<file path="config.mk">
export PLATFORM = sky130hd
export DESIGN_NAME = codec_slot_port
export DESIGN_NICKNAME = d
export VERILOG_FILES = /design/src/rtl/slot_buffer.v /design/src/rtl/codec_slot_port.v
export VERILOG_INCLUDE_DIRS = /design/src /design/src/inc
export SDC_FILE = /design/constraint.sdc
export NUM_CORES = 1
export LEC_CHECK = 0
export BUFFER_PORTS_ARGS = -buffer_cell sky130_fd_sc_hd__buf_2
export CAP_MARGIN = 10
export CORE_ASPECT_RATIO = 1.5
export CORE_MARGIN = 1
export CORE_UTILIZATION = 60
export DETAILED_ROUTE_END_ITERATION = 10
export PLACE_DENSITY = 0.82
export SYNTH_ARGS = -nofsm -noshare
export SYNTH_HDL_FRONTEND = slang
export SYNTH_SLANG_ARGS = --single-unit
</file>
<file path="constraint.sdc">
create_clock -name i_clk -period 5.1 [get_ports i_clk]
set_input_delay 1.53 -clock i_clk [delete_from_list [all_inputs] [get_ports i_clk]]
set_output_delay 1.53 -clock i_clk [all_outputs]
set_load 0.03 [all_outputs]
</file>
<file path="src/inc/codec_slot_regs.vh">
// Purpose: Shared constants of the time-slot serial port.
// Assumes: System clock of 25 MHz.
// Notes: Timing counts follow from the system and bit clock periods.
`ifndef CODEC_SLOT_REGS_VH
`define CODEC_SLOT_REGS_VH

`define CLK_PERIOD_NS 40
`define BCLK_PERIOD_NS 320
`define BCLK_HALF_CYCLES (`BCLK_PERIOD_NS / (2 * `CLK_PERIOD_NS))
`define DIV_W 4

`define BITS_PER_FRAME 256
`define LAST_BIT 8'hFF
`define SLOT_BITS 16
`define WORD_W 16
`define LAST_SLOT_BIT 4'hF

`define CTRL_RX_SLOT 4'h0
`define CTRL_TX_SLOT 4'h1
`define FIRST_DATA_SLOT 4'h2

`define KIND_NONE 2'h0
`define KIND_CH1 2'h1
`define KIND_CH2 2'h2
`define KIND_CTRL 2'h3

`define BUF_W 18

`endif

</file>
<file path="src/rtl/slot_buffer.v">
// Purpose: Two-entry buffer with valid and ready on both sides.
// Assumes: Single clock, synchronous active-low reset.
// Notes: Full takes no write even if the reader pops in the same cycle.
`timescale 1ns/1ps

module slot_buffer
#(
    parameter WIDTH = 18
)
(
    input wire i_clk,
    input wire i_reset_n,
    input wire i_in_valid,
    input wire [WIDTH-1:0] i_in_data,
    output wire o_in_ready,
    output wire o_out_valid,
    output wire [WIDTH-1:0] o_out_data,
    input wire i_out_ready
);

reg [WIDTH-1:0] mem_q [0:1];
reg wr_ptr_q;
reg rd_ptr_q;
reg [1:0] count_q;
wire push;
wire pop;

assign o_in_ready = (count_q != 2'h2);
assign o_out_valid = (count_q != 2'h0);
assign o_out_data = mem_q[rd_ptr_q];
assign push = i_in_valid && o_in_ready;
assign pop = o_out_valid && i_out_ready;

always @(posedge i_clk)
begin
    if (!i_reset_n)
    begin
        wr_ptr_q <= 1'b0;
        rd_ptr_q <= 1'b0;
        count_q <= 2'h0;
        mem_q[0] <= {WIDTH{1'b0}};
        mem_q[1] <= {WIDTH{1'b0}};
    end
    else
    begin
        if (push)
        begin
            mem_q[wr_ptr_q] <= i_in_data;
            wr_ptr_q <= ~wr_ptr_q;
        end
        if (pop)
        begin
            rd_ptr_q <= ~rd_ptr_q;
        end
        if (push && !pop)
        begin
            count_q <= count_q + 2'h1;
        end
        else if (pop && !push)
        begin
            count_q <= count_q - 2'h1;
        end
    end
end

endmodule

</file>
<file path="src/rtl/codec_slot_port.v">
// Purpose: Time-slot serial data port of a dual voice codec.
// Assumes: Bit clock, frame sync and data pins are asynchronous to i_clk.
// Notes: Slave bit clock must stay below i_clk / 6 for edge detection.
//
// Behaviour
// - Bit clock shifts data in and out.
// - Master drives bit clock, 256 per frame.
// - Playback/register in, capture/register out.
// - Capture on falling edge, own slots only.
// - Channel 1 first slot, channel 2 second.
// - Output changes on rising edge, own slots.
// - Output high impedance in foreign slots.
// - Channel 1 sends first, channel 2 second.
// - Frame sync marks frame and slot 0.
// - Sample frame sync on rising edge.
// - Master drives frame sync, slave receives.
// - Straps pick slot pair, upper bit MSB.
// - Control select low: slots 0/1 register traffic.
`timescale 1ns/1ps
`include "codec_slot_regs.vh"

module codec_slot_port
(
    input wire i_clk,
    input wire i_reset_n,
    input wire i_master,
    input wire i_ctrl_sel,
    input wire i_slot_strap_high,
    input wire i_slot_strap_low,
    input wire i_bclk,
    output wire o_bclk,
    output wire o_bclk_oe_n,
    input wire i_frame_sync,
    output wire o_frame_sync,
    output wire o_frame_sync_oe_n,
    input wire i_din,
    output wire o_dout,
    output wire o_dout_oe_n,
    output wire o_rx_valid,
    output wire [1:0] o_rx_kind,
    output wire [15:0] o_rx_data,
    input wire i_rx_ready,
    output wire o_rx_overrun,
    input wire i_cap_wr,
    input wire i_cap_ch2,
    input wire [15:0] i_cap_data,
    input wire i_ctrl_tx_valid,
    input wire [15:0] i_ctrl_tx_data,
    output wire o_ctrl_tx_ready,
    output wire o_frame_start
);

////////////////////////////////////////////////////////////////////////////////
// Slot decode

// Kind of a slot for this device; control slot is direction specific
function [1:0] slot_kind;
    input [3:0] slot;
    input [1:0] addr;
    input ctrl_slot_used;
    input [3:0] ctrl_slot;
    input [3:0] this_slot;
    reg [3:0] base;
    begin
        base = `FIRST_DATA_SLOT + {1'b0, addr, 1'b0};
        slot_kind = `KIND_NONE;
        if (slot == base)
        begin
            slot_kind = `KIND_CH1;
        end
        else if (slot == base + 4'h1)
        begin
            slot_kind = `KIND_CH2;
        end
        else if (ctrl_slot_used && (this_slot == ctrl_slot))
        begin
            slot_kind = `KIND_CTRL;
        end
    end
endfunction

////////////////////////////////////////////////////////////////////////////////
// Pin synchronisers

reg [5:0] sync1_q;
reg [5:0] sync2_q;
reg bclk_s3_q;
wire bclk_s;
wire fs_s;
wire din_s;
wire master_s;
wire ctrl_sel_s;
wire [1:0] addr_s;

always @(posedge i_clk)
begin
    if (!i_reset_n)
    begin
        sync1_q <= 6'h00;
        sync2_q <= 6'h00;
        bclk_s3_q <= 1'b0;
    end
    else
    begin
        sync1_q <= {i_bclk, i_frame_sync, i_din, i_master, i_ctrl_sel,
                    i_slot_strap_high};
        sync2_q <= sync1_q;
        bclk_s3_q <= sync2_q[5];
    end
end

reg strap_low_s1_q;
reg strap_low_s2_q;

always @(posedge i_clk)
begin
    if (!i_reset_n)
    begin
        strap_low_s1_q <= 1'b0;
        strap_low_s2_q <= 1'b0;
    end
    else
    begin
        strap_low_s1_q <= i_slot_strap_low;
        strap_low_s2_q <= strap_low_s1_q;
    end
end

assign bclk_s = sync2_q[5];
assign fs_s = sync2_q[4];
assign din_s = sync2_q[3];
assign master_s = sync2_q[2];
assign ctrl_sel_s = sync2_q[1];
assign addr_s = {sync2_q[0], strap_low_s2_q};

////////////////////////////////////////////////////////////////////////////////
// Master bit clock divider and frame sync

reg [`DIV_W-1:0] div_q;
reg bclk_q;
reg fs_q;
reg [7:0] bit_cnt_q;
reg frame_ok_q;
wire div_end;
wire m_rise;
wire m_fall;
wire rise;
wire fall;
wire fs_now;

assign div_end = (div_q == `BCLK_HALF_CYCLES - 1);
assign m_rise = div_end && !bclk_q;
assign m_fall = div_end && bclk_q;
// Slave edges come from the pin; the third stage only delays for the compare
assign rise = master_s ? m_rise : (bclk_s && !bclk_s3_q);
assign fall = master_s ? m_fall : (!bclk_s && bclk_s3_q);
assign fs_now = master_s ? fs_q : fs_s;

always @(posedge i_clk)
begin
    if (!i_reset_n)
    begin
        div_q <= {`DIV_W{1'b0}};
        bclk_q <= 1'b0;
        fs_q <= 1'b0;
    end
    else if (!master_s)
    begin
        div_q <= {`DIV_W{1'b0}};
        bclk_q <= 1'b0;
        fs_q <= 1'b0;
    end
    else
    begin
        if (div_end)
        begin
            div_q <= {`DIV_W{1'b0}};
            bclk_q <= ~bclk_q;
        end
        else
        begin
            div_q <= div_q + 4'h1;
        end
        // Raised half a bit early so the far party sees it at the rising edge
        if (m_fall)
        begin
            fs_q <= (bit_cnt_q == `LAST_BIT);
        end
    end
end

assign o_bclk = bclk_q;
assign o_bclk_oe_n = !master_s;
assign o_frame_sync = fs_q;
assign o_frame_sync_oe_n = !master_s;

////////////////////////////////////////////////////////////////////////////////
// Frame position

wire [7:0] next_cnt;
wire [3:0] next_slot;
wire [3:0] next_bit;
wire [3:0] cur_slot;
wire [3:0] cur_bit;

assign next_cnt = fs_now ? 8'h00 : bit_cnt_q + 8'h01;
assign next_slot = next_cnt[7:4];
assign next_bit = next_cnt[3:0];
assign cur_slot = bit_cnt_q[7:4];
assign cur_bit = bit_cnt_q[3:0];

always @(posedge i_clk)
begin
    if (!i_reset_n)
    begin
        bit_cnt_q <= `LAST_BIT;
        frame_ok_q <= 1'b0;
    end
    else if (rise)
    begin
        bit_cnt_q <= next_cnt;
        if (fs_now)
        begin
            frame_ok_q <= 1'b1;
        end
    end
end

assign o_frame_start = rise && fs_now;

////////////////////////////////////////////////////////////////////////////////
// Transmit path

reg [15:0] cap1_q;
reg [15:0] cap2_q;
reg [15:0] ctrl_tx_q;
reg ctrl_pend_q;
reg [15:0] tx_sh_q;
reg dout_q;
reg dout_oe_n_q;
reg [15:0] tx_word;
reg ctrl_on_q;
wire ctrl_use;
wire [1:0] tx_kind;

// Slot 1 is only driven when a reply is waiting, since devices share it;
// pending clears at the first bit, so the slot is held by ctrl_on_q after
assign ctrl_use = !ctrl_sel_s && ((next_bit == 4'h0) ? ctrl_pend_q : ctrl_on_q);
assign tx_kind = slot_kind(next_slot, addr_s, ctrl_use,
                           `CTRL_TX_SLOT, next_slot);
assign o_ctrl_tx_ready = !ctrl_pend_q;

always @*
begin
    tx_word = 16'h0000;
    case (tx_kind)
        `KIND_CH1: tx_word = cap1_q;
        `KIND_CH2: tx_word = cap2_q;
        `KIND_CTRL: tx_word = ctrl_tx_q;
        default: tx_word = 16'h0000;
    endcase
end

always @(posedge i_clk)
begin
    if (!i_reset_n)
    begin
        cap1_q <= 16'h0000;
        cap2_q <= 16'h0000;
        ctrl_tx_q <= 16'h0000;
        ctrl_pend_q <= 1'b0;
        ctrl_on_q <= 1'b0;
        tx_sh_q <= 16'h0000;
        dout_q <= 1'b0;
        dout_oe_n_q <= 1'b1;
    end
    else
    begin
        if (i_cap_wr && !i_cap_ch2)
        begin
            cap1_q <= i_cap_data;
        end
        if (i_cap_wr && i_cap_ch2)
        begin
            cap2_q <= i_cap_data;
        end
        if (rise && (frame_ok_q || fs_now) && next_bit == 4'h0 &&
            tx_kind == `KIND_CTRL)
        begin
            ctrl_pend_q <= 1'b0;
        end
        else if (i_ctrl_tx_valid && !ctrl_pend_q)
        begin
            ctrl_tx_q <= i_ctrl_tx_data;
            ctrl_pend_q <= 1'b1;
        end
        if (rise)
        begin
            ctrl_on_q <= (frame_ok_q || fs_now) && (tx_kind == `KIND_CTRL);
            if (!(frame_ok_q || fs_now) || tx_kind == `KIND_NONE)
            begin
                dout_oe_n_q <= 1'b1;
            end
            else if (next_bit == 4'h0)
            begin
                dout_q <= tx_word[15];
                tx_sh_q <= {tx_word[14:0], 1'b0};
                dout_oe_n_q <= 1'b0;
            end
            else
            begin
                dout_q <= tx_sh_q[15];
                tx_sh_q <= {tx_sh_q[14:0], 1'b0};
                dout_oe_n_q <= 1'b0;
            end
        end
    end
end

assign o_dout = dout_q;
assign o_dout_oe_n = dout_oe_n_q;

////////////////////////////////////////////////////////////////////////////////
// Receive path

reg [15:0] rx_sh_q;
reg push_q;
reg [`BUF_W-1:0] push_data_q;
reg overrun_q;
wire [1:0] rx_kind;
wire buf_ready;
wire [`BUF_W-1:0] buf_data;

assign rx_kind = slot_kind(cur_slot, addr_s, !ctrl_sel_s, `CTRL_RX_SLOT,
                           cur_slot);

always @(posedge i_clk)
begin
    if (!i_reset_n)
    begin
        rx_sh_q <= 16'h0000;
        push_q <= 1'b0;
        push_data_q <= {`BUF_W{1'b0}};
        overrun_q <= 1'b0;
    end
    else
    begin
        push_q <= 1'b0;
        overrun_q <= 1'b0;
        if (fall && frame_ok_q && rx_kind != `KIND_NONE)
        begin
            rx_sh_q <= {rx_sh_q[14:0], din_s};
            if (cur_bit == `LAST_SLOT_BIT)
            begin
                push_data_q <= {rx_kind, rx_sh_q[14:0], din_s};
                push_q <= buf_ready;
                overrun_q <= !buf_ready;
            end
        end
    end
end

slot_buffer
#(
    .WIDTH(`BUF_W)
)
u_rx_buffer
(
    .i_clk(i_clk),
    .i_reset_n(i_reset_n),
    .i_in_valid(push_q),
    .i_in_data(push_data_q),
    .o_in_ready(buf_ready),
    .o_out_valid(o_rx_valid),
    .o_out_data(buf_data),
    .i_out_ready(i_rx_ready)
);

assign o_rx_kind = buf_data[17:16];
assign o_rx_data = buf_data[15:0];
assign o_rx_overrun = overrun_q;

endmodule

</file>
==> impl_metrics.json, run 1 <==
{
  "wire_per_inst_microns": 16.4,
  "synth_area_leader_cell": "dfxtp_1",
  "setup_viol": 0,
  "drtIter0Drc": 394,
  "syn_area_sq_mm": 0.00757,
  "ant_nets": 0,
  "yosysTopAreaCellShare_pct": 36.2,
  "ys.flop_type": "dfxtp_1",
  "ys_seq_elements": 173,
  "place.gp.congestion": 0.902,
  "skew_ns": 0.0123,
  "fin_setup_tns_ns": 0,
  "min_period_ns": 3.87,
  "grt_max_degree": 78,
  "drive_above_1_share_pct": 16.6,
  "drv_slew": 0,
  "r2r_end": "tx_sh_q[14]",
  "ff2ff_path_depth": 8,
  "cp_data_arrival_time_ns": 4.13,
  "finalPower_mw": 3.02,
  "vias_per_cell": 5.79,
  "critPathMaxStageDelay_ns": 0.63,
  "initial_core_util_pct": 62.4,
  "grt_pass1_vias": 5819,
  "post-place-ws_ns": 1.28,
  "min-delay-start": "sync1_q[5]",
  "cts_tree": "done",
  "ys_top_cells_by_count": "nand2_1, dfxtp_1, a21boi_0, and2_1, clkbuf_1",
  "cts.sinks": 173,
  "worstPathCellList": "ha_1 > nand3_1 > or3_1 > a2111oi_0 > o21bai_1 > o211a_4 > nor2_1 > o221ai_1",
  "synthCells": 780,
  "instances_no_fill": 986,
  "synth_nets": 829,
  "rsz0062_at_grt": "false",
  "coreArea_sq_mm": 0.0121,
  "yosysWarnings": 0,
  "netlist-cell-type-count": 61,
  "placedCellCount": 954,
  "synth_enable_flop_cells": 36,
  "clock_latency_ns": 0.42,
  "cap_violations": 0,
  "cts_hold_buffers": 0,
  "grt-ovfl-total": 0,
  "postCtsSetupBuffers": 0,
  "syn_avg_cell_area_sq_um": 9.71,
  "slowest_stage": "nor2_1",
  "ioPinCount": 73,
  "cts_resized": 0,
  "whs_path_depth": 1,
  "ys_seq_area_share_pct": 50.5,
  "critPathLaunchType": "flip-flop",
  "die_height_microns": 140,
  "reg2reg_from": "bit_cnt_q[1]",
  "cp.required_ns": 5.36,
  "layout_setup_ws_ns": 1.23,
  "die_x_microns": 93.7,
  "cp-end-kind": "flip-flop",
  "syn_to_final_growth_pct": 12.6,
  "io_buffers": 72,
  "layout.nets": 869,
  "peakVddDrop_v": 0.000245,
  "critical_path_class": "flip-flop to flip-flop",
  "fin_util_pct": 70.2,
  "async_reset_ff_share_pct": 0,
  "worst_pin_slew_ns": 1.23,
  "path_delay_family": "compound AO/OA/AOI/OAI gates",
  "fp-row-count": 49,
  "drc": 0,
  "num_vias": 5713,
  "first_pass_iters": 4,
  "wl_mm": 16.2,
  "dp_hpwl_mm": 11.2,
  "die_area_sq_mm": 0.0131,
  "worst-path-buf-inv": 0,
  "cts_made_buffers": 17,
  "grt_pass1_wl_mm": 27.0,
  "clockBufferDepth": 2,
  "track_usage_pct": 26.1,
  "root_buffer": "clkbuf_16",
  "finalHoldViolCount": 0,
  "synthTopCellsByArea": "dfxtp_1, edfxtp_1, nand2_1, a21boi_0, and2_1",
  "whs_endpoint": "sync2_q[5]",
  "relSlewSlack_pct": 18.1,
  "status": "complete, no violations",
  "synth.most_common_cell": "nand2_1",
  "reg2reg_slack_ns": 1.23,
  "n_antenna_cell": 0,
  "hp-class": "flip-flop to flip-flop",
  "worstPathMaxFanout": 18,
  "power.leakage_nw": 3.29,
  "clk_pin_slew_ns": 0.06,
  "finalCritPeriodShare_pct": 75.8,
  "cts.htree.levels": 4,
  "clock.fmax_mhz": 259,
  "p_per_area_mw_per_mm2": 355,
  "antenna_found_initial": 0
}
[cell type report]
class | instances | area, sq um
flip-flops and latches | 173 | 3820
multi-input cells | 543 | 3470
well taps | 153 | 191
clock buffers | 22 | 500
repair buffers | 80 | 423
inverters | 5 | 18.8
clock inverters | 10 | 100
fillers | 927 | 3610
[logic make-up after synthesis]
logic type | Yosys count | synth area share, %
AOI/OAI and AO/OA | 168 | 17.0
buffers and inverters | 64 | 3.68
DFF | 173 | 50.5
muxes | 52 | 7.24
adders and majority gates | 4 | 0.661
xor gates and xnor gates | 12 | 1.39
and+or+nand+nor | 307 | 19.5
[worst reg2reg max path: cells and delay by family, from the launching register on]
family          cells  cell delay, ns
simple gates        3            1.44
flops               1            0.41
fa+ha+maj           1            0.31
compound gates      4            1.56
[report_power, final]
part | switching [mW] | total [mW] | leakage (nW) | internal [mW]
clock | 0.533 | 1.29 | 0.289 | 0.755
combinational | 0.181 | 0.279 | 1.52 | 0.0978
sequential | 0.0238 | 1.46 | 1.49 | 1.43
total | 0.738 | 3.02 | 3.29 | 2.29
[registers in the layout, indices dropped and copies added (netlist names), 8 cells and up, named ones only]
name and cells:
push_data_q 18, rx_sh_q 15, ctrl_tx_q 16, cap1_q 16, tx_sh_q 15, bit_cnt_q 8, u_rx_buffer.mem_q 36, cap2_q 16
[per-stage QoR]
stage               hold WS, ns  instance area, sq um
floorplan                 0.412                  7570
global placement          0.415                  7930
detailed placement        0.420                  7930
CTS                       0.427                  8530
global route              0.449                  8530
finish                    0.429                  8530
[metal layers]
layer / global-route usage [%] / vias to the layer above / wire length, microns
met3: 4.92 / 46 / 600
met2: 46.9 / 158 / 8590
li1: - / 2837 / -
met4: 13.2 / 0 / 635
met1: 28.7 / 2672 / 6360
met5: 0 / - / 0
[layout by cell type (no fill, tap or decap), types with 3 or more instances in the layout]
cell          n
a311oi_1      7
nor3b_1       4
nand2_1     163
nor2_1       16
and3_1        7
mux2_2       18
buf_2        71
o311ai_1      4
or2_2         3
ha_1          4
nand2b_1      5
o211ai_1     12
o21ai_0      11
o22ai_1       7
clkbuf_16    19
or3_1         5
nand3_1      13
clkinvlp_4    3
mux2i_1      33
buf_4         9
nor3_1        4
edfxtp_1     36
a211oi_1      8
and4_1        3
and2_1       56
a21o_1        3
a41oi_1       8
a21oi_1       6
dfxtp_1     137
xnor2_1       9
nor2b_1      19
a2111oi_0     8
inv_1         5
a21boi_0     64
o2111ai_1     7
xor2_1        3
[worst max-delay path by stage]
stage | from | depth (start not counted) | slack (ns) | end
after floorplan | i_reset_n | 4 | 1.64 | u_rx_buffer.mem_q[0][0]
after global placement | bit_cnt_q[1] | 8 | 1.40 | tx_sh_q[14]
after detailed placement | bit_cnt_q[1] | 8 | 1.28 | tx_sh_q[14]
after CTS | bit_cnt_q[1] | 8 | 1.27 | tx_sh_q[14]
after global routing | bit_cnt_q[0] | 8 | 0.93 | tx_sh_q[14]
final | bit_cnt_q[1] | 8 | 1.23 | tx_sh_q[14]
No activity file was read; power rests on OpenSTA's default activity.
==> run 2, diff against run 1 <==
CORE_UTILIZATION = 59   (was 60)
PLACE_DENSITY = 0.8   (was 0.82)
clock period = 3.7 ns   (was 5.1 ns; I/O delays follow)
==> run 2 against run 1 <==
Critical path depth did not move. Clock power increased by 35%. Worst setup slack worse by 0.81 ns. Combinational power increased by 42%. Sequential share of layout area is 0.33 points lower.
==> impl_metrics.json, run 2 (synthesis gave the netlist of run 1 again) <==
{
  "antenna_found_initial": 0,
  "initial_core_util_pct": 60.5,
  "cts_resized": 0,
  "final_cell_mix": "nand2_1, dfxtp_1, buf_2",
  "cts_hold_buffers": 0,
  "wire_per_inst_microns": 16.3,
  "wl_mm": 16.3,
  "cts.sinks": 173,
  "cts_made_buffers": 17,
  "power.leakage_nw": 3.33,
  "drtIter0Drc": 363,
  "place.gp.congestion": 0.893,
  "die_x_microns": 94.5,
  "grt-ovfl-total": 0,
  "first_pass_iters": 5,
  "setup_viol": 0,
  "relSlewSlack_pct": 31.1,
  "cp.required_ns": 4.00,
  "die_area_sq_mm": 0.0133,
  "drc": 0,
  "clock_latency_ns": 0.43,
  "reg2reg_from": "sync2_q[2]",
  "grt_pass1_vias": 5839,
  "fin_setup_tns_ns": 0,
  "die_height_microns": 141,
  "root_buffer": "clkbuf_16",
  "cp-end-kind": "flip-flop",
  "dp_hpwl_mm": 11.2,
  "fp-row-count": 50,
  "reg2reg_slack_ns": 0.42,
  "ioPinCount": 73,
  "syn_to_final_growth_pct": 13.4,
  "io_buffers": 72,
  "critPathLaunchType": "flip-flop",
  "layout.nets": 878,
  "drv_slew": 0,
  "clock.fmax_mhz": 305,
  "worst_pin_slew_ns": 1.03,
  "min-delay-start": "sync1_q[0]",
  "hp-class": "flip-flop to flip-flop",
  "status": "complete, no violations",
  "worstSetupStartpoint": "sync2_q[2]",
  "num_vias": 5855,
  "largest_reg_flops": 36,
  "largest_register": "u_rx_buffer.mem_q",
  "coreArea_sq_mm": 0.0125,
  "ant_nets": 0,
  "postCtsSetupBuffers": 0,
  "cts_tree": "done",
  "grt_pass1_wl_mm": 26.8,
  "reg_top3": "u_rx_buffer.mem_q x36, push_data_q x18",
  "cap_violations": 0,
  "cts.htree.levels": 4,
  "min_period_ns": 3.28,
  "skew_ns": 0.00886,
  "n_antenna_cell": 0,
  "holdWs_ns": 0.435,
  "finalHoldViolCount": 0,
  "worstPathMaxFanout": 18,
  "finalPower_mw": 4.14,
  "grt_max_degree": 74,
  "track_usage_pct": 25.9,
  "clk_pin_slew_ns": 0.07,
  "vias_per_cell": 5.87,
  "critical_path_class": "flip-flop to flip-flop",
  "mostFrequentLayoutCell": "nand2_1",
  "rsz0062_at_grt": "false",
  "drive_above_1_share_pct": 17.6,
  "cp_data_arrival_time_ns": 3.58,
  "finalCritPeriodShare_pct": 88.6,
  "p_per_area_mw_per_mm2": 482,
  "clockBufferDepth": 2,
  "peakVddDrop_v": 0.000350
}
-- run 2: changes by cell type in the layout (fill, tap and decap cells not counted), moves of 2 or more --
cell       delta
clkinv_2      -2
inv_8         +5
buf_4         +9
clkbuf_16     -2
clkinv_8      +3
-- run 2: where the power goes --
group	total, mW	internal [mW]	switching (mW)
sequential	2.01	1.97	0.0332
combinational	0.396	0.143	0.253
clock	1.74	0.910	0.832
total	4.14	3.03	1.12
-- run 2: worst paths after layout --
| kind | endpoint | cells after the start |
|---|---|---|
| hold / removal | sync2_q[0] | 1 |
| setup reg to reg | tx_sh_q[14] | 8 |
| hold reg to reg | sync2_q[0] | 1 |
| setup / recovery | tx_sh_q[14] | 8 |
-- run 2: final cells by class --
| class | count | area [sq um] |
|---|---|---|
| well taps | 156 | 195 |
| flip-flops and latches | 173 | 3820 |
| inverters | 5 | 18.8 |
| multi-input cells | 543 | 3470 |
| repair buffers | 89 | 490 |
| clock buffers | 17 | 425 |
| clock inverters | 15 | 166 |
| fillers | 980 | 3920 |
-- run 2: per-layer routing --
layer / wire length (microns) / up-vias / share of wire [%] / GRT usage, %
li1: - / 2863 / - / -
met1: 6040 / 2710 / 37 / 27.0
met2: 8740 / 221 / 54 / 46.7
met3: 774 / 61 / 4.8 / 4.96
met4: 732 / 0 / 4.5 / 15.7
met5: 0 / - / 0 / 0
-- run 2: worst max-delay path, cell delays in order, from the launching register on --
cell	delay (ns)
dfxtp_1	0.51
mux2_4	0.40
or4_4	0.55
and3_4	0.20
or2_1	0.42
o211a_4	0.35
nor2_1	0.35
buf_4	0.24
o221ai_1	0.12
-- run 2: through the flow --
| stage | cells | cell area (sq um) | setup slack [ns] | utilization, % |
|---|---|---|---|---|
| floorplan | 780 | 7570 | 0.658 | - |
| global placement | 966 | 8000 | 0.562 | 63.9 |
| detailed placement | 966 | 8000 | 0.494 | 63.9 |
| CTS | 998 | 8590 | 0.383 | 68.7 |
| global route | 998 | 8590 | 0.284 | 68.7 |
| finish | 998 | 8590 | 0.420 | 68.7 |
==> run 3, diff against run 2 <==
ABC_CLOCK_PERIOD_IN_PS = 3700   (was not set)
CELL_PAD_IN_SITES_DETAIL_PLACEMENT = 1   (was not set)
CELL_PAD_IN_SITES_GLOBAL_PLACEMENT = 2   (was not set)
CORE_UTILIZATION = 38   (was 59)
PLACE_DENSITY = 0.81   (was 0.8)
==> run 3 against run 2 <==
Sequential power is essentially flat. Count of clock-buffer cells in the layout is the same. Clock power is essentially flat. Critical path type unchanged. Critical endpoint is now tx_sh_q[13]. Highest routed layer unchanged.
==> impl_metrics.json, run 3 (synthesis gave the netlist of run 1 again) <==
{
  "status": "complete, no violations",
  "cap_violations": 0,
  "mostFrequentLayoutCell": "nand2_1",
  "grt-ovfl-total": 0,
  "swShare_pct": 27.8,
  "layout.nets": 881,
  "cts_resized": 0,
  "dpl-instance-area_sq_mm": 0.00814,
  "cts_hold_buffers": 0,
  "largest_reg_flops": 36,
  "min_period_ns": 3.46,
  "cp_data_arrival_time_ns": 3.78,
  "worstPathMaxFanout": 18,
  "reg_top3": "u_rx_buffer.mem_q x36, push_data_q x18",
  "drive_above_1_share_pct": 17.9,
  "die_height_microns": 175,
  "finalHoldViolCount": 0,
  "track_usage_pct": 20.1,
  "setup_viol": 0,
  "root_buffer": "clkbuf_16",
  "hp-class": "flip-flop to flip-flop",
  "relSlewSlack_pct": 30.8,
  "wire_per_inst_microns": 17.6,
  "clockBufferDepth": 2,
  "fp-row-count": 62,
  "grt_pass1_vias": 6171,
  "clock_latency_ns": 0.45,
  "drtIter0Drc": 215,
  "cts.sinks": 173,
  "worst_pin_slew_ns": 1.03,
  "postCtsSetupBuffers": 0,
  "place.gp.congestion": 0.837,
  "critical_path_class": "flip-flop to flip-flop",
  "clk_pin_slew_ns": 0.08,
  "syn_to_final_growth_pct": 15.4,
  "die_area_sq_mm": 0.0205,
  "cts_tree": "done",
  "clockPowerShare_pct": 42.3,
  "final_cell_mix": "nand2_1, dfxtp_1, buf_2",
  "cts.htree.levels": 4,
  "finalCritPeriodShare_pct": 93.5,
  "p_int_mw": 3.03,
  "n_antenna_cell": 0,
  "vias_per_cell": 5.37,
  "io_buffers": 72,
  "peakVddDrop_v": 0.000324,
  "initial_core_util_pct": 39.2,
  "fin_setup_tns_ns": 0,
  "drv_slew": 0,
  "seqPwrFrac_pct": 47.9,
  "first_pass_iters": 4,
  "fin_area_sq_mm": 0.00874,
  "die_x_microns": 117,
  "p_per_area_mw_per_mm2": 480,
  "grt_max_degree": 56,
  "cts_made_buffers": 17,
  "grt_pass1_wl_mm": 31.3,
  "dp_hpwl_mm": 13.6,
  "cp-end-kind": "flip-flop",
  "rsz0062_at_grt": "false",
  "power.leakage_nw": 3.35,
  "clock.fmax_mhz": 289,
  "ant_nets": 0,
  "skew_ns": 0.0177,
  "pwr-share-comb_pct": 9.8,
  "critPathLaunchType": "flip-flop",
  "coreArea_sq_mm": 0.0193,
  "antenna_found_initial": 0,
  "num_vias": 5912,
  "largest_register": "u_rx_buffer.mem_q",
  "ioPinCount": 73,
  "cp.required_ns": 4.02,
  "drc": 0,
  "p_switching_mw": 1.16,
  "wl_mm": 19.4
}
-- run 3: area by class of cell --
type	count	area (sq um)
clock buffer	17	425
fill	2191	10600
sequential	173	3820
multi-input combinational	543	3470
inverter	5	18.8
clock inverter	15	166
tap	256	320
timing repair buffer	92	513
-- run 3: critical path, stage by stage (launching register included) --
cell       delay, ns
dfxtp_1         0.41
ha_1            0.33
nand3_1         0.20
or3_1           0.41
a2111oi_0       0.52
o21bai_1        0.23
buf_4           0.24
a21o_1          0.43
a311oi_1        0.41
o22ai_1         0.15
-- run 3: worst paths after layout --
| kind | start | endpoint | cells past startpoint | slack [ns] |
|---|---|---|---|---|
| worst max-delay path | bit_cnt_q[1] | tx_sh_q[13] | 9 | 0.24 |
| worst min-delay path | sync1_q[0] | sync2_q[0] | 1 | 0.43 |
| worst max register to register | bit_cnt_q[1] | tx_sh_q[13] | 9 | 0.24 |
| worst min register to register | sync1_q[0] | sync2_q[0] | 1 | 0.43 |
-- run 3: stage by stage --
| step | worst slack [ns] | cells | utilization, % | power (mW) | hold WS [ns] |
|---|---|---|---|---|---|
| after global placement | 0.343 | 1068 | 42.1 | 2.44 | 0.418 |
| after global routing | 0.0538 | 1101 | 45.2 | 4.35 | 0.461 |
| after floorplan | 0.658 | 780 | - | 2.33 | 0.412 |
| after detailed placement | 0.0797 | 1068 | 42.1 | 2.46 | 0.421 |
| final | 0.239 | 1101 | 45.2 | 4.19 | 0.433 |
| after CTS | 0.0780 | 1100 | 45.2 | 4.22 | 0.432 |
-- run 3: power groups by stage --
stage / Sequential, mW / Combinational [mW] / Clock (mW)
after floorplan: 2.03 / 0.297 / 0
after global placement: 2.05 / 0.398 / 0
after detailed placement: 2.05 / 0.412 / 0
after CTS: 2.01 / 0.414 / 1.80
after global routing: 2.01 / 0.448 / 1.89
final: 2.01 / 0.410 / 1.77
-- run 3: layer usage --
| metal | share of wire (%) | global-route usage [%] |
|---|---|---|
| met4 | 2.5 | 8.86 |
| met5 | 0 | 0 |
| met1 | 41 | 21.5 |
| met3 | 2.4 | 3.30 |
| met2 | 54 | 37.6 |
